`config.mk`:
```
export PLATFORM = sky130hd
export DESIGN_NAME = sctir_regs
export DESIGN_NICKNAME = d
export VERILOG_FILES = /design/src/verilog/sctir_regs.v
export VERILOG_INCLUDE_DIRS = /design/src /design/src/shared
export SDC_FILE = /design/constraint.sdc
export NUM_CORES = 1
export LEC_CHECK = 0
export BUFFER_PORTS_ARGS = -buffer_cell sky130_fd_sc_hd__buf_2
export CELL_PAD_IN_SITES_DETAIL_PLACEMENT = 1
export CELL_PAD_IN_SITES_GLOBAL_PLACEMENT = 1
export CORE_UTILIZATION = 46
export CTS_BUF_LIST = sky130_fd_sc_hd__clkbuf_8
export CTS_CLUSTER_DIAMETER = 100
export DETAILED_ROUTE_END_ITERATION = 8
export PLACE_DENSITY_LB_ADDON = 0.1
export SETUP_SLACK_MARGIN = 0.2
export SLEW_MARGIN = 20
export SYNTH_ARGS = -nofsm -noshare
export SYNTH_HDL_FRONTEND = slang
export SYNTH_SLANG_ARGS = --single-unit
```
`constraint.sdc`:
```
create_clock -name sys_clk_in -period 4.2 [get_ports sys_clk_in]
set_input_delay 0.84 -clock sys_clk_in [delete_from_list [all_inputs] [get_ports sys_clk_in]]
set_output_delay 0.84 -clock sys_clk_in [all_outputs]
set_load 0.01 [all_outputs]
```
`src/shared/sctir_consts.vh`:
```
/*
  Constants for the SCSI timer, response-ID and test status register bank.
  Assumes a 200 MHz system clock and an Avalon-MM slave with 32-bit data.
*/
`ifndef SCTIR_CONSTS_VH
`define SCTIR_CONSTS_VH

// Register indices (printed offsets); byte address is four times the index
`define SCTIR_IDX_TIMER_ONE   8'h49
`define SCTIR_IDX_RESP_LOW    8'h4A
`define SCTIR_IDX_RESP_HIGH   8'h4B
`define SCTIR_IDX_TEST_STAT   8'h4C
`define SCTIR_IDX_TIMER_ZERO  8'h48
`define SCTIR_IDX_IRQ_STAT    8'h50
`define SCTIR_IDX_IRQ_MASK    8'h51
`define SCTIR_IDX_CONTROL     8'h52
`define SCTIR_ADDR_W          10

// Timer one field positions
`define SCTIR_BIT_BUS_ACT     6
`define SCTIR_BIT_GEN_SCALE   5
`define SCTIR_BIT_HS_SCALE    4

// Interrupt status bits
`define SCTIR_IRQ_GEN         0
`define SCTIR_IRQ_HS          1

// Timing: base tick 100 us at 200 MHz system clock equals 20000 system clocks
`define SCTIR_BASE_TICK_NS    100000
`define SCTIR_CLK_PERIOD_NS   5
`define SCTIR_BASE_TICK_CYC   (`SCTIR_BASE_TICK_NS / `SCTIR_CLK_PERIOD_NS)
`define SCTIR_SCALE_FACTOR    16

// Reset values
`define SCTIR_TEST_RST        8'h03
`define SCTIR_ZERO8           8'h00

`endif

```
`src/verilog/sctir_regs.v`:
```
/*
  SCSI timer one, response-ID mask and test status register bank with a
  general-purpose timer and a handshake-to-handshake timer.
  Assumes an Avalon-MM master on sys_clk_in and SCSI bus lines that arrive
  asynchronously; each such line passes two flip-flops before use.
*/
// Local design decision: the Avalon-MM register port.
`include "sctir_consts.vh"

module sctir_regs #(
  parameter [31:0] BASE_TICK_CYC = `SCTIR_BASE_TICK_CYC
) (
  input  wire        sys_clk_in,
  input  wire        rst_n_in,
  input  wire [9:0]  avs_address_in,
  input  wire        avs_read_in,
  input  wire        avs_write_in,
  input  wire [31:0] avs_writedata_in,
  input  wire [3:0]  avs_byteenable_in,
  output reg  [31:0] avs_readdata_out,
  output wire        avs_waitrequest_out,
  output reg  [1:0]  avs_response_out,
  input  wire [15:0] bus_data_in,
  input  wire        bus_busy_line_in,
  input  wire        bus_sel_in,
  input  wire        bus_req_in,
  input  wire        bus_ack_in,
  input  wire        arb_phase_in,
  input  wire        target_mode_in,
  input  wire [3:0]  chip_id_in,
  input  wire        sel_enable_in,
  input  wire        xfer_active_in,
  input  wire [4:0]  sync_offset_in,
  input  wire [3:0]  sync_offset_max_in,
  output reg         selected_out,
  output wire        arb_win_out,
  output wire        irq_out
);

  // Synchronisers for bus-side lines
  reg [21:0] sync1_r;
  reg [21:0] sync2_r;
  wire [21:0] sync_raw = {bus_data_in, bus_busy_line_in, bus_sel_in, bus_req_in,
                          bus_ack_in, arb_phase_in, target_mode_in};
  always @(posedge sys_clk_in or negedge rst_n_in) begin
    if (!rst_n_in) begin
      sync1_r <= 22'h000000;
      sync2_r <= 22'h000000;
    end else begin
      sync1_r <= sync_raw;
      sync2_r <= sync1_r;
    end
  end
  wire [15:0] ids_s    = sync2_r[21:6];
  wire        busy_s   = sync2_r[5];
  wire        sel_s    = sync2_r[4];
  wire        req_s    = sync2_r[3];
  wire        ack_s    = sync2_r[2];
  wire        arb_s    = sync2_r[1];
  wire        target_s = sync2_r[0];

  // Registers
  reg [6:0]  scsi_timer_one_r;
  reg [7:0]  response_id_low_r;
  reg [7:0]  response_id_high_r;
  reg [3:0]  handshake_timer_period_r;
  reg [3:0]  selected_as_id_r;
  reg [1:0]  irq_stat_r;
  reg [1:0]  irq_mask_r;
  reg        gen_enable_r;
  reg        rd_pend_r;

  wire [3:0] general_timer_period           = scsi_timer_one_r[3:0];
  wire       handshake_timer_scale          = scsi_timer_one_r[`SCTIR_BIT_HS_SCALE];
  wire       general_timer_scale            = scsi_timer_one_r[`SCTIR_BIT_GEN_SCALE];
  wire       handshake_timer_bus_activity_en = scsi_timer_one_r[`SCTIR_BIT_BUS_ACT];

  wire [15:0] resp_mask = {response_id_high_r, response_id_low_r};

  // Highest set bit encoder
  function [4:0] sctir_top_bit;
    input [15:0] v;
    integer i;
    begin
      sctir_top_bit = 5'h00;
      for (i = 0; i < 16; i = i + 1) begin
        if (v[i]) begin
          sctir_top_bit = {1'b1, i[3:0]};
        end
      end
    end
  endfunction

  // Timeout limit in ticks: 2^(code-1), times 16 when scaled
  function [15:0] sctir_limit;
    input [3:0] code;
    input       scale;
    reg   [15:0] base;
    begin
      base = 16'h0001 << (code - 4'h1);
      if (scale) begin
        sctir_limit = base << 4;
      end else begin
        sctir_limit = base;
      end
    end
  endfunction

  // Avalon decode; writes take one cycle, reads one wait state
  wire [7:0] idx   = avs_address_in[9:2];
  wire       wr_lo = avs_write_in & avs_byteenable_in[0];
  assign avs_waitrequest_out = avs_read_in & ~rd_pend_r;

  // respond to any mask ID on the bus during selection
  wire [15:0] hit_ids = ids_s & resp_mask;
  wire [4:0]  hit_enc = sctir_top_bit(hit_ids);
  wire        sel_hit = sel_s & ~busy_s & sel_enable_in & hit_enc[4];

  // arbitration on the single chip ID only
  wire [4:0] arb_top = sctir_top_bit(ids_s);
  assign arb_win_out = arb_s & arb_top[4] & (arb_top[3:0] == chip_id_in);

  // ready to be selected, without settle delay
  wire sel_ready = sel_enable_in & ~busy_s & ~selected_out;
  wire off_zero  = (sync_offset_in == 5'h00);
  wire off_max   = (sync_offset_in == {1'b0, sync_offset_max_in});

  // read-only test status with run-time values
  wire [7:0] test_stat = {selected_as_id_r, sel_ready, arb_win_out, off_zero, off_max};

  // Prescaler shared by both timers
  reg [31:0] pre_r;
  wire       tick = (pre_r == BASE_TICK_CYC - 32'h1);
  always @(posedge sys_clk_in or negedge rst_n_in) begin
    if (!rst_n_in) begin
      pre_r <= 32'h00000000;
    end else if (tick) begin
      pre_r <= 32'h00000000;
    end else begin
      pre_r <= pre_r + 32'h1;
    end
  end

  wire [15:0] gen_limit = sctir_limit(general_timer_period, general_timer_scale);
  wire [15:0] hs_limit  = sctir_limit(handshake_timer_period_r, handshake_timer_scale);

  // general timer: counts while enabled, one flag per expiry
  reg [15:0] gen_cnt_r;
  reg        gen_done_r;
  wire gen_run = gen_enable_r & (general_timer_period != 4'h0) & ~gen_done_r;
  wire gen_exp = gen_run & tick & (gen_cnt_r == gen_limit - 16'h1);
  always @(posedge sys_clk_in or negedge rst_n_in) begin
    if (!rst_n_in) begin
      gen_cnt_r  <= 16'h0000;
      gen_done_r <= 1'b0;
    end else if (!gen_enable_r || general_timer_period == 4'h0) begin
      gen_cnt_r  <= 16'h0000;
      gen_done_r <= 1'b0;
    end else if (gen_exp) begin
      gen_done_r <= 1'b1;
    end else if (gen_run && tick) begin
      gen_cnt_r <= gen_cnt_r + 16'h1;
    end
  end

  // handshake timer: edges of req (target) or ack (initiator)
  reg  hs_prev_r;
  wire hs_line = target_s ? req_s : ack_s;
  wire hs_edge = hs_line ^ hs_prev_r;
  // bus activity mode supervises whenever bus busy is seen
  wire hs_act  = handshake_timer_bus_activity_en ? busy_s : xfer_active_in;
  reg [15:0] hs_cnt_r;
  reg        hs_done_r;
  wire hs_run = hs_act & (handshake_timer_period_r != 4'h0) & ~hs_done_r;
  wire hs_exp = hs_run & ~hs_edge & tick & (hs_cnt_r == hs_limit - 16'h1);
  always @(posedge sys_clk_in or negedge rst_n_in) begin
    if (!rst_n_in) begin
      hs_prev_r <= 1'b0;
      hs_cnt_r  <= 16'h0000;
      hs_done_r <= 1'b0;
    end else begin
      hs_prev_r <= hs_line;
      if (!hs_act || hs_edge || handshake_timer_period_r == 4'h0) begin
        hs_cnt_r  <= 16'h0000;
        hs_done_r <= 1'b0;
      end else if (hs_exp) begin
        hs_done_r <= 1'b1;
      end else if (hs_run && tick) begin
        hs_cnt_r <= hs_cnt_r + 16'h1;
      end
    end
  end

  // latch selected-as ID on a selection hit
  always @(posedge sys_clk_in or negedge rst_n_in) begin
    if (!rst_n_in) begin
      selected_as_id_r <= 4'h0;
      selected_out     <= 1'b0;
    end else if (sel_hit && !selected_out) begin
      selected_as_id_r <= hit_enc[3:0];
      selected_out     <= 1'b1;
    end else if (!sel_s) begin
      selected_out <= 1'b0;
    end
  end

  // Register writes and sticky interrupt status; set wins over clear
  always @(posedge sys_clk_in or negedge rst_n_in) begin
    if (!rst_n_in) begin
      scsi_timer_one_r         <= 7'h00;
      response_id_low_r        <= `SCTIR_ZERO8;
      response_id_high_r       <= `SCTIR_ZERO8;
      handshake_timer_period_r <= 4'h0;
      irq_mask_r               <= 2'h0;
      gen_enable_r             <= 1'b0;
      irq_stat_r               <= 2'h0;
    end else begin
      if (wr_lo) begin
        case (idx)
          `SCTIR_IDX_TIMER_ONE:  scsi_timer_one_r <= avs_writedata_in[6:0];
          `SCTIR_IDX_RESP_LOW:   response_id_low_r <= avs_writedata_in[7:0];
          `SCTIR_IDX_RESP_HIGH:  response_id_high_r <= avs_writedata_in[7:0];
          `SCTIR_IDX_TIMER_ZERO: handshake_timer_period_r <= avs_writedata_in[7:4];
          `SCTIR_IDX_IRQ_MASK:   irq_mask_r <= avs_writedata_in[1:0];
          `SCTIR_IDX_CONTROL:    gen_enable_r <= avs_writedata_in[0];
          default: ;
        endcase
      end
      irq_stat_r[`SCTIR_IRQ_GEN] <= gen_exp | (irq_stat_r[`SCTIR_IRQ_GEN] &
        ~(wr_lo && idx == `SCTIR_IDX_IRQ_STAT && avs_writedata_in[`SCTIR_IRQ_GEN]));
      irq_stat_r[`SCTIR_IRQ_HS] <= hs_exp | (irq_stat_r[`SCTIR_IRQ_HS] &
        ~(wr_lo && idx == `SCTIR_IDX_IRQ_STAT && avs_writedata_in[`SCTIR_IRQ_HS]));
    end
  end

  assign irq_out = |(irq_stat_r & irq_mask_r);

  // Read path: data registered, one wait state
  reg [7:0] rd_mux;
  always @* begin
    case (idx)
      `SCTIR_IDX_TIMER_ONE:  rd_mux = {1'b0, scsi_timer_one_r};
      `SCTIR_IDX_RESP_LOW:   rd_mux = response_id_low_r;
      `SCTIR_IDX_RESP_HIGH:  rd_mux = response_id_high_r;
      `SCTIR_IDX_TEST_STAT:  rd_mux = test_stat;
      `SCTIR_IDX_TIMER_ZERO: rd_mux = {handshake_timer_period_r, 4'h0};
      `SCTIR_IDX_IRQ_STAT:   rd_mux = {6'h00, irq_stat_r};
      `SCTIR_IDX_IRQ_MASK:   rd_mux = {6'h00, irq_mask_r};
      `SCTIR_IDX_CONTROL:    rd_mux = {7'h00, gen_enable_r};
      default:               rd_mux = 8'h00;
    endcase
  end

  reg is_mapped;
  always @* begin
    case (idx)
      `SCTIR_IDX_TIMER_ONE, `SCTIR_IDX_RESP_LOW, `SCTIR_IDX_RESP_HIGH,
      `SCTIR_IDX_TEST_STAT, `SCTIR_IDX_TIMER_ZERO, `SCTIR_IDX_IRQ_STAT,
      `SCTIR_IDX_IRQ_MASK, `SCTIR_IDX_CONTROL: is_mapped = 1'b1;
      default: is_mapped = 1'b0;
    endcase
  end

  // Read data and response stand from the answering edge
  always @(posedge sys_clk_in or negedge rst_n_in) begin
    if (!rst_n_in) begin
      rd_pend_r        <= 1'b0;
      avs_readdata_out <= 32'h00000000;
      avs_response_out <= 2'h0;
    end else begin
      rd_pend_r <= avs_read_in & ~rd_pend_r;
      if (avs_read_in && !rd_pend_r) begin
        avs_readdata_out <= {24'h000000, rd_mux};
        avs_response_out <= is_mapped ? 2'h0 : 2'h2;
      end
    end
  end

endmodule

```
* Word-level counts from Yosys, hierarchy flattened
Cells that the tools add are included.
** Cells by class
- Shift-type cells :: 2
- Reduce and logical (&&, ||, !) cells :: 33
- Multiplexer cells :: 52
- Add/subtract/negate cells :: 7
- Equal/unequal tests :: 16
- Bitwise operators :: 33
** Operators with widths (number)
- 5-bit two-way mux :: 32
- 16-bit two-way mux :: 8
- 8-bit by 7-bit == test with 1-bit output, second input constant :: 8
- 8-bit case mux with 8 select lines :: 1
- 16-bit by 1-bit adder with 16-bit output, second input constant :: 2
- 32-bit by 1-bit adder with 32-bit output, second input constant :: 1
- 16-bit == test :: 2
- 32-bit by 15-bit == test with 1-bit output, second input constant :: 1
- 32-bit two-way mux :: 1
- 1-bit by 4-bit left shift with 16-bit output, first input constant :: 2
- 16-bit by 1-bit subtractor with 16-bit output, second input constant :: 2
- 1-bit bitwise AND :: 20
- 16-bit bitwise AND :: 1
- 2-bit AND reduction :: 8
- 1-bit two-way mux :: 9
- 4-bit logical NOT :: 2
- 1-bit NOT :: 8
- 2-bit nonzero test :: 4
- 4-bit nonzero test :: 2
- 8-bit OR reduction :: 1
- 4-bit by 1-bit subtractor with 4-bit output, second input constant :: 2
- 1-bit logical AND :: 7
- 2-bit by 1-bit inequality test with 1-bit output, second input constant :: 3
- 5-bit by 4-bit == test with 1-bit output :: 1
- 9 further kinds :: 15
** Storage, ports and cells
- Register bits after elaboration :: 159
- Input bits :: 87
- Output and inout port bits :: 38

* Logic depth before layout (Yosys ltp)
- Word-level depth :: 20
- Mapped depth :: 16

* Worst setup path before layout
No wires, ideal clock.
- Kind :: register -> register
- Start :: register handshake_timer_period_r[2]
- End :: register hs_cnt_r[0]
- Setup time :: 64 ps
- Slack :: 1055 ps
- Data arrival time :: 3080 ps
- Cell stages (with the launch flop) :: 15
- Data required time :: 4136 ps
- Path buffers :: 4
- Period minus slack after synthesis :: 3145 ps
- Cell sequence :: dfrtp_1 -> buf_2 -> buf_2 -> nor4b_1 -> nand2b_1 -> ha_1 -> clkbuf_1 -> xor2_1 -> xnor2_1 -> a2111oi_0 -> nand4_1 -> nor4b_4 -> buf_4 -> and2_2 -> o21a_1
** Between the ends
- Word-level cells in the longest chain between the ends :: 8
- Elaborated cells on any way between the ends :: 18
** RTL lines
- start: declaration :: RTL line sctir_regs.v:66 : reg [3:0] handshake_timer_period_r;
- start signal: assignment :: RTL line sctir_regs.v:223 : `SCTIR_IDX_TIMER_ZERO: handshake_timer_period_r <= avs_writedata_in[7:4];
- 4-bit by 1-bit subtractor with 4-bit output or 4-bit nonzero test (tied branches) :: RTL line sctir_regs.v:100, sctir_regs.v:174
- 1-bit by 4-bit left shift with 16-bit output or 1-bit bitwise AND (tied branches) :: RTL line sctir_regs.v:100, sctir_regs.v:174
- 16-bit two-way mux or 1-bit bitwise AND (tied branches) :: RTL line sctir_regs.v:101, sctir_regs.v:174
- 16-bit by 1-bit subtractor with 16-bit output or 1-bit bitwise AND (tied branches) :: RTL line sctir_regs.v:175 : wire hs_exp = hs_run & ~hs_edge & tick & (hs_cnt_r == hs_limit - 16'h1);
- 16-bit == test or 1-bit bitwise AND (tied branches) :: RTL line sctir_regs.v:175
- 1-bit bitwise AND :: RTL line sctir_regs.v:175
- 2-bit by 1-bit inequality test with 1-bit output (no source line)
- 2-bit AND reduction (no source line)
- end signal: assignment :: RTL line sctir_regs.v:189 : hs_cnt_r <= hs_cnt_r + 16'h1;
- end: declaration :: RTL line sctir_regs.v:172 : reg [15:0] hs_cnt_r;
Parallel ways exist; a longest one is shown, timed or not.
A chain may end at the register's enable or synchronous reset.

* Worst setup path after layout
- Start :: register handshake_timer_period_r[1]
- End :: register hs_cnt_r[7]
Same word-level chain as after synthesis.

==> flow_metrics.tcl <==
set metrics [dict create \
    viasPerCell 5.69 \
    syn_area_per_cell_um2 9.50 \
    finalNetCount 1091 \
    required_ns 4.52 \
    min_from "sync1_r[16]" \
    cts_made_buffers 17 \
    antenna_found_initial 1 \
    synthTopCellsByArea "dfrtp_1, mux2_2, nand2_1" \
    coreArea_um2 19000 \
    initial_core_util_pct 47.5 \
    yosysSeqAreaShare_pct 43.9 \
    crit_path_start_kind "register" \
    portBuffers 70 \
    wl_um 22600 \
    rsz0062_at_grt "no" \
    track_usage_pct 23.4 \
    min_period_ns 3.72 \
    fin_crit_sh_pct 88.5 \
    dr.pass1.iters 5 \
    crit_type "register to register" \
    final_cell_mix "dfrtp_1, nand2_1, buf_2, nor2_1, a21oi_1" \
    path_clk_slew_ns 0.10 \
    cts_max_level 4 \
    drive_gt1_share_pct 16.9 \
    critical_path.top_delay_family "simple AND/OR/NAND/NOR gates" \
    synthFlopType "dfrtp_1" \
    netlist_area_um2 9000 \
    synth_cell_type_count 79 \
    cts_tree "yes" \
    ys_ff_latch 158 \
    status "completed" \
    grt_pass1_wl_um 37300 \
    hold_path.class "register to register" \
    drtIter0Drc 483 \
    maxCapViolations 0 \
    synth_enable_flop_cells 0 \
    grt_max_degree 98 \
    cp_num_buf_inv 1 \
    crit_path_start "handshake_timer_period_r[1]" \
    power.density_nw_per_um2 302 \
    finalWeightedCongestion 0.793 \
    r2r_start "handshake_timer_period_r[1]" \
    slew_violations 0 \
    slowest_delay_ns 0.63 \
    die_h_um 142 \
    diodes 0 \
    grt_pass1_vias 7262 \
    grt-ovfl-total 0 \
    setup_viol_count_final 0 \
    place_inst 1240 \
    yosys.area.top_type "dfrtp_1" \
    cp_max_fo 20 \
    ys_warn_count 0 \
    relSlewSlack_pct 31.5 \
    irDropWorstVdd_v 0.000190 \
    crit_slowest_cell "nor4b_4" \
    area_growth_pct 9.84 \
    dpl.hpwl_um 16400 \
    layout_commonest_cell "dfrtp_1" \
    synth_top_area_share_pct 43.9 \
    top_level_ports 125 \
    crit_chain "nand2b_4 > or4_4 > ha_1 > xor2_1 > xnor2_1 > a2111oi_0 > nand4_1 > nor4b_4 > buf_4 > or3_1 > a21oi_1" \
    post-route-util_pct 52.2 \
    netlist_instances 947 \
    wire_per_inst_um 17.8 \
    worstPathArrival_ns 4.04 \
    whs_ns 0.351 \
    fp.dieW_um 142 \
    leakage_nw 4.34 \
    cts_buffer_depth 2 \
    crit_path_end_kind "register" \
    clk_latency_ns 0.46 \
    drc_errors 0 \
    root_buffer "clkbuf_8" \
    finalHoldViolCount 0 \
    detail-route-antenna-nets 0 \
    die-area_um2 20100 \
    ys_async_sr_fraction_pct 100 \
    vias 7233 \
    final.setup.tns_ns 0 \
    final_cells 1272 \
    tightest_slew_ns 1.01 \
    rows 50 \
    clock_skew_ns 0.0159 \
    max_freq_mhz 269 \
    cts.sinks 158 \
    cts_setup_buffers 0 \
    hold_buffers 0 \
    cts-resized-gates 0 \
]
path summary, 6_finish.rpt:
| check | to | slack [ns] | cells after the start |
|---|---|---|---|
| min reg2reg | sync2_r[16] | 0.35 | 0 |
| max | hs_cnt_r[7] | 0.48 | 11 |
| max in group asynchronous | selected_as_id_r[0] | 2.83 | 2 |
| max reg2reg | hs_cnt_r[7] | 0.48 | 11 |
| min in group asynchronous | gen_cnt_r[0] | 0.41 | 1 |
| min | sync2_r[16] | 0.35 | 0 |
layout make-up:
cell class	count	area [um2]
Clock buffer	17	234
Fill cell	2228	9070
Clock inverter	15	188
Multi-Input combinational cell	720	4640
Timing Repair Buffer	88	492
Sequential cell	158	3950
Tap cell	260	325
Inverter	14	52.6
registers in the layout, summed over array words and instances (netlist names):
| signal | cells |
|---|---|
| response_id_low_r | 8 |
| selected_out | 1 |
| irq_stat_r | 2 |
| response_id_high_r | 8 |
| avs_readdata_out | 8 |
| sync2_r | 22 |
| gen_done_r | 1 |
| handshake_timer_period_r | 4 |
| hs_cnt_r | 16 |
| gen_cnt_r | 16 |
| sync1_r | 22 |
| irq_mask_r | 2 |
| scsi_timer_one_r | 7 |
| avs_response_out | 1 |
| hs_done_r | 1 |
| pre_r | 32 |
| hs_prev_r | 1 |
| gen_enable_r | 1 |
| rd_pend_r | 1 |
| selected_as_id_r | 4 |
logic make-up after synthesis:
group,after synthesis,synth area share [%]
AND/OR/NAND/NOR,379,23.0
AO/OA/AOI/OAI,189,13.7
flip-flops,158,43.9
buffers and inverters,93,5.57
XOR/XNOR,70,6.81
multiplexers,49,5.92
adder cells (fa/ha/maj),8,1.03
other,1,0.0417
worst register-to-register path: stages (launching register included):
cell and delay (ns):
dfrtp_1 0.44, nand2b_4 0.18, or4_4 0.43, ha_1 0.33, xor2_1 0.21, xnor2_1 0.14, a2111oi_0 0.43, nand4_1 0.24
nor4b_4 0.63, buf_4 0.34, or3_1 0.14, a21oi_1 0.07
layer usage:
metal | track usage, % | vias to the layer above | part of all wire, % | routed length (um)
met5 | 0 | - | 0 | 0
li1 | - | 3488 | - | -
met1 | 32.1 | 3621 | 48 | 10900
met2 | 38.6 | 111 | 47 | 10700
met3 | 4.42 | 13 | 3.4 | 765
met4 | 4.53 | 0 | 0.72 | 163
cells in the mapped netlist, types with 21 or more instances:
cell,count
or3_1,24
o21ai_0,35
mux2_2,34
clkbuf_1,21
xnor2_1,38
nor2_1,49
a21oi_1,48
nand3_1,38
buf_2,22
nand2_1,98
nand4_1,22
and3_1,22
dfrtp_1,158
buf_4,29
nor3_1,23
xor2_1,32
stage by stage:
| step | worst slack, ns | power (mW) | cell area (um2) |
|---|---|---|---|
| global route | 0.237 | 3.10 | 9890 |
| finish | 0.484 | 2.98 | 9890 |
| global placement | 0.621 | 1.85 | 9460 |
| CTS | 0.497 | 3.02 | 9890 |
| detailed placement | 0.511 | 1.86 | 9460 |
| floorplan | 1.06 | 1.76 | 9090 |
report_power, final:
| part | switching, mW | internal (mW) | total, mW |
|---|---|---|---|
| clock | 0.695 | 0.461 | 1.16 |
| combinational | 0.151 | 0.0907 | 0.242 |
| sequential | 0.0285 | 1.55 | 1.58 |
Note: power is estimated with default switching activity, not from simulation.
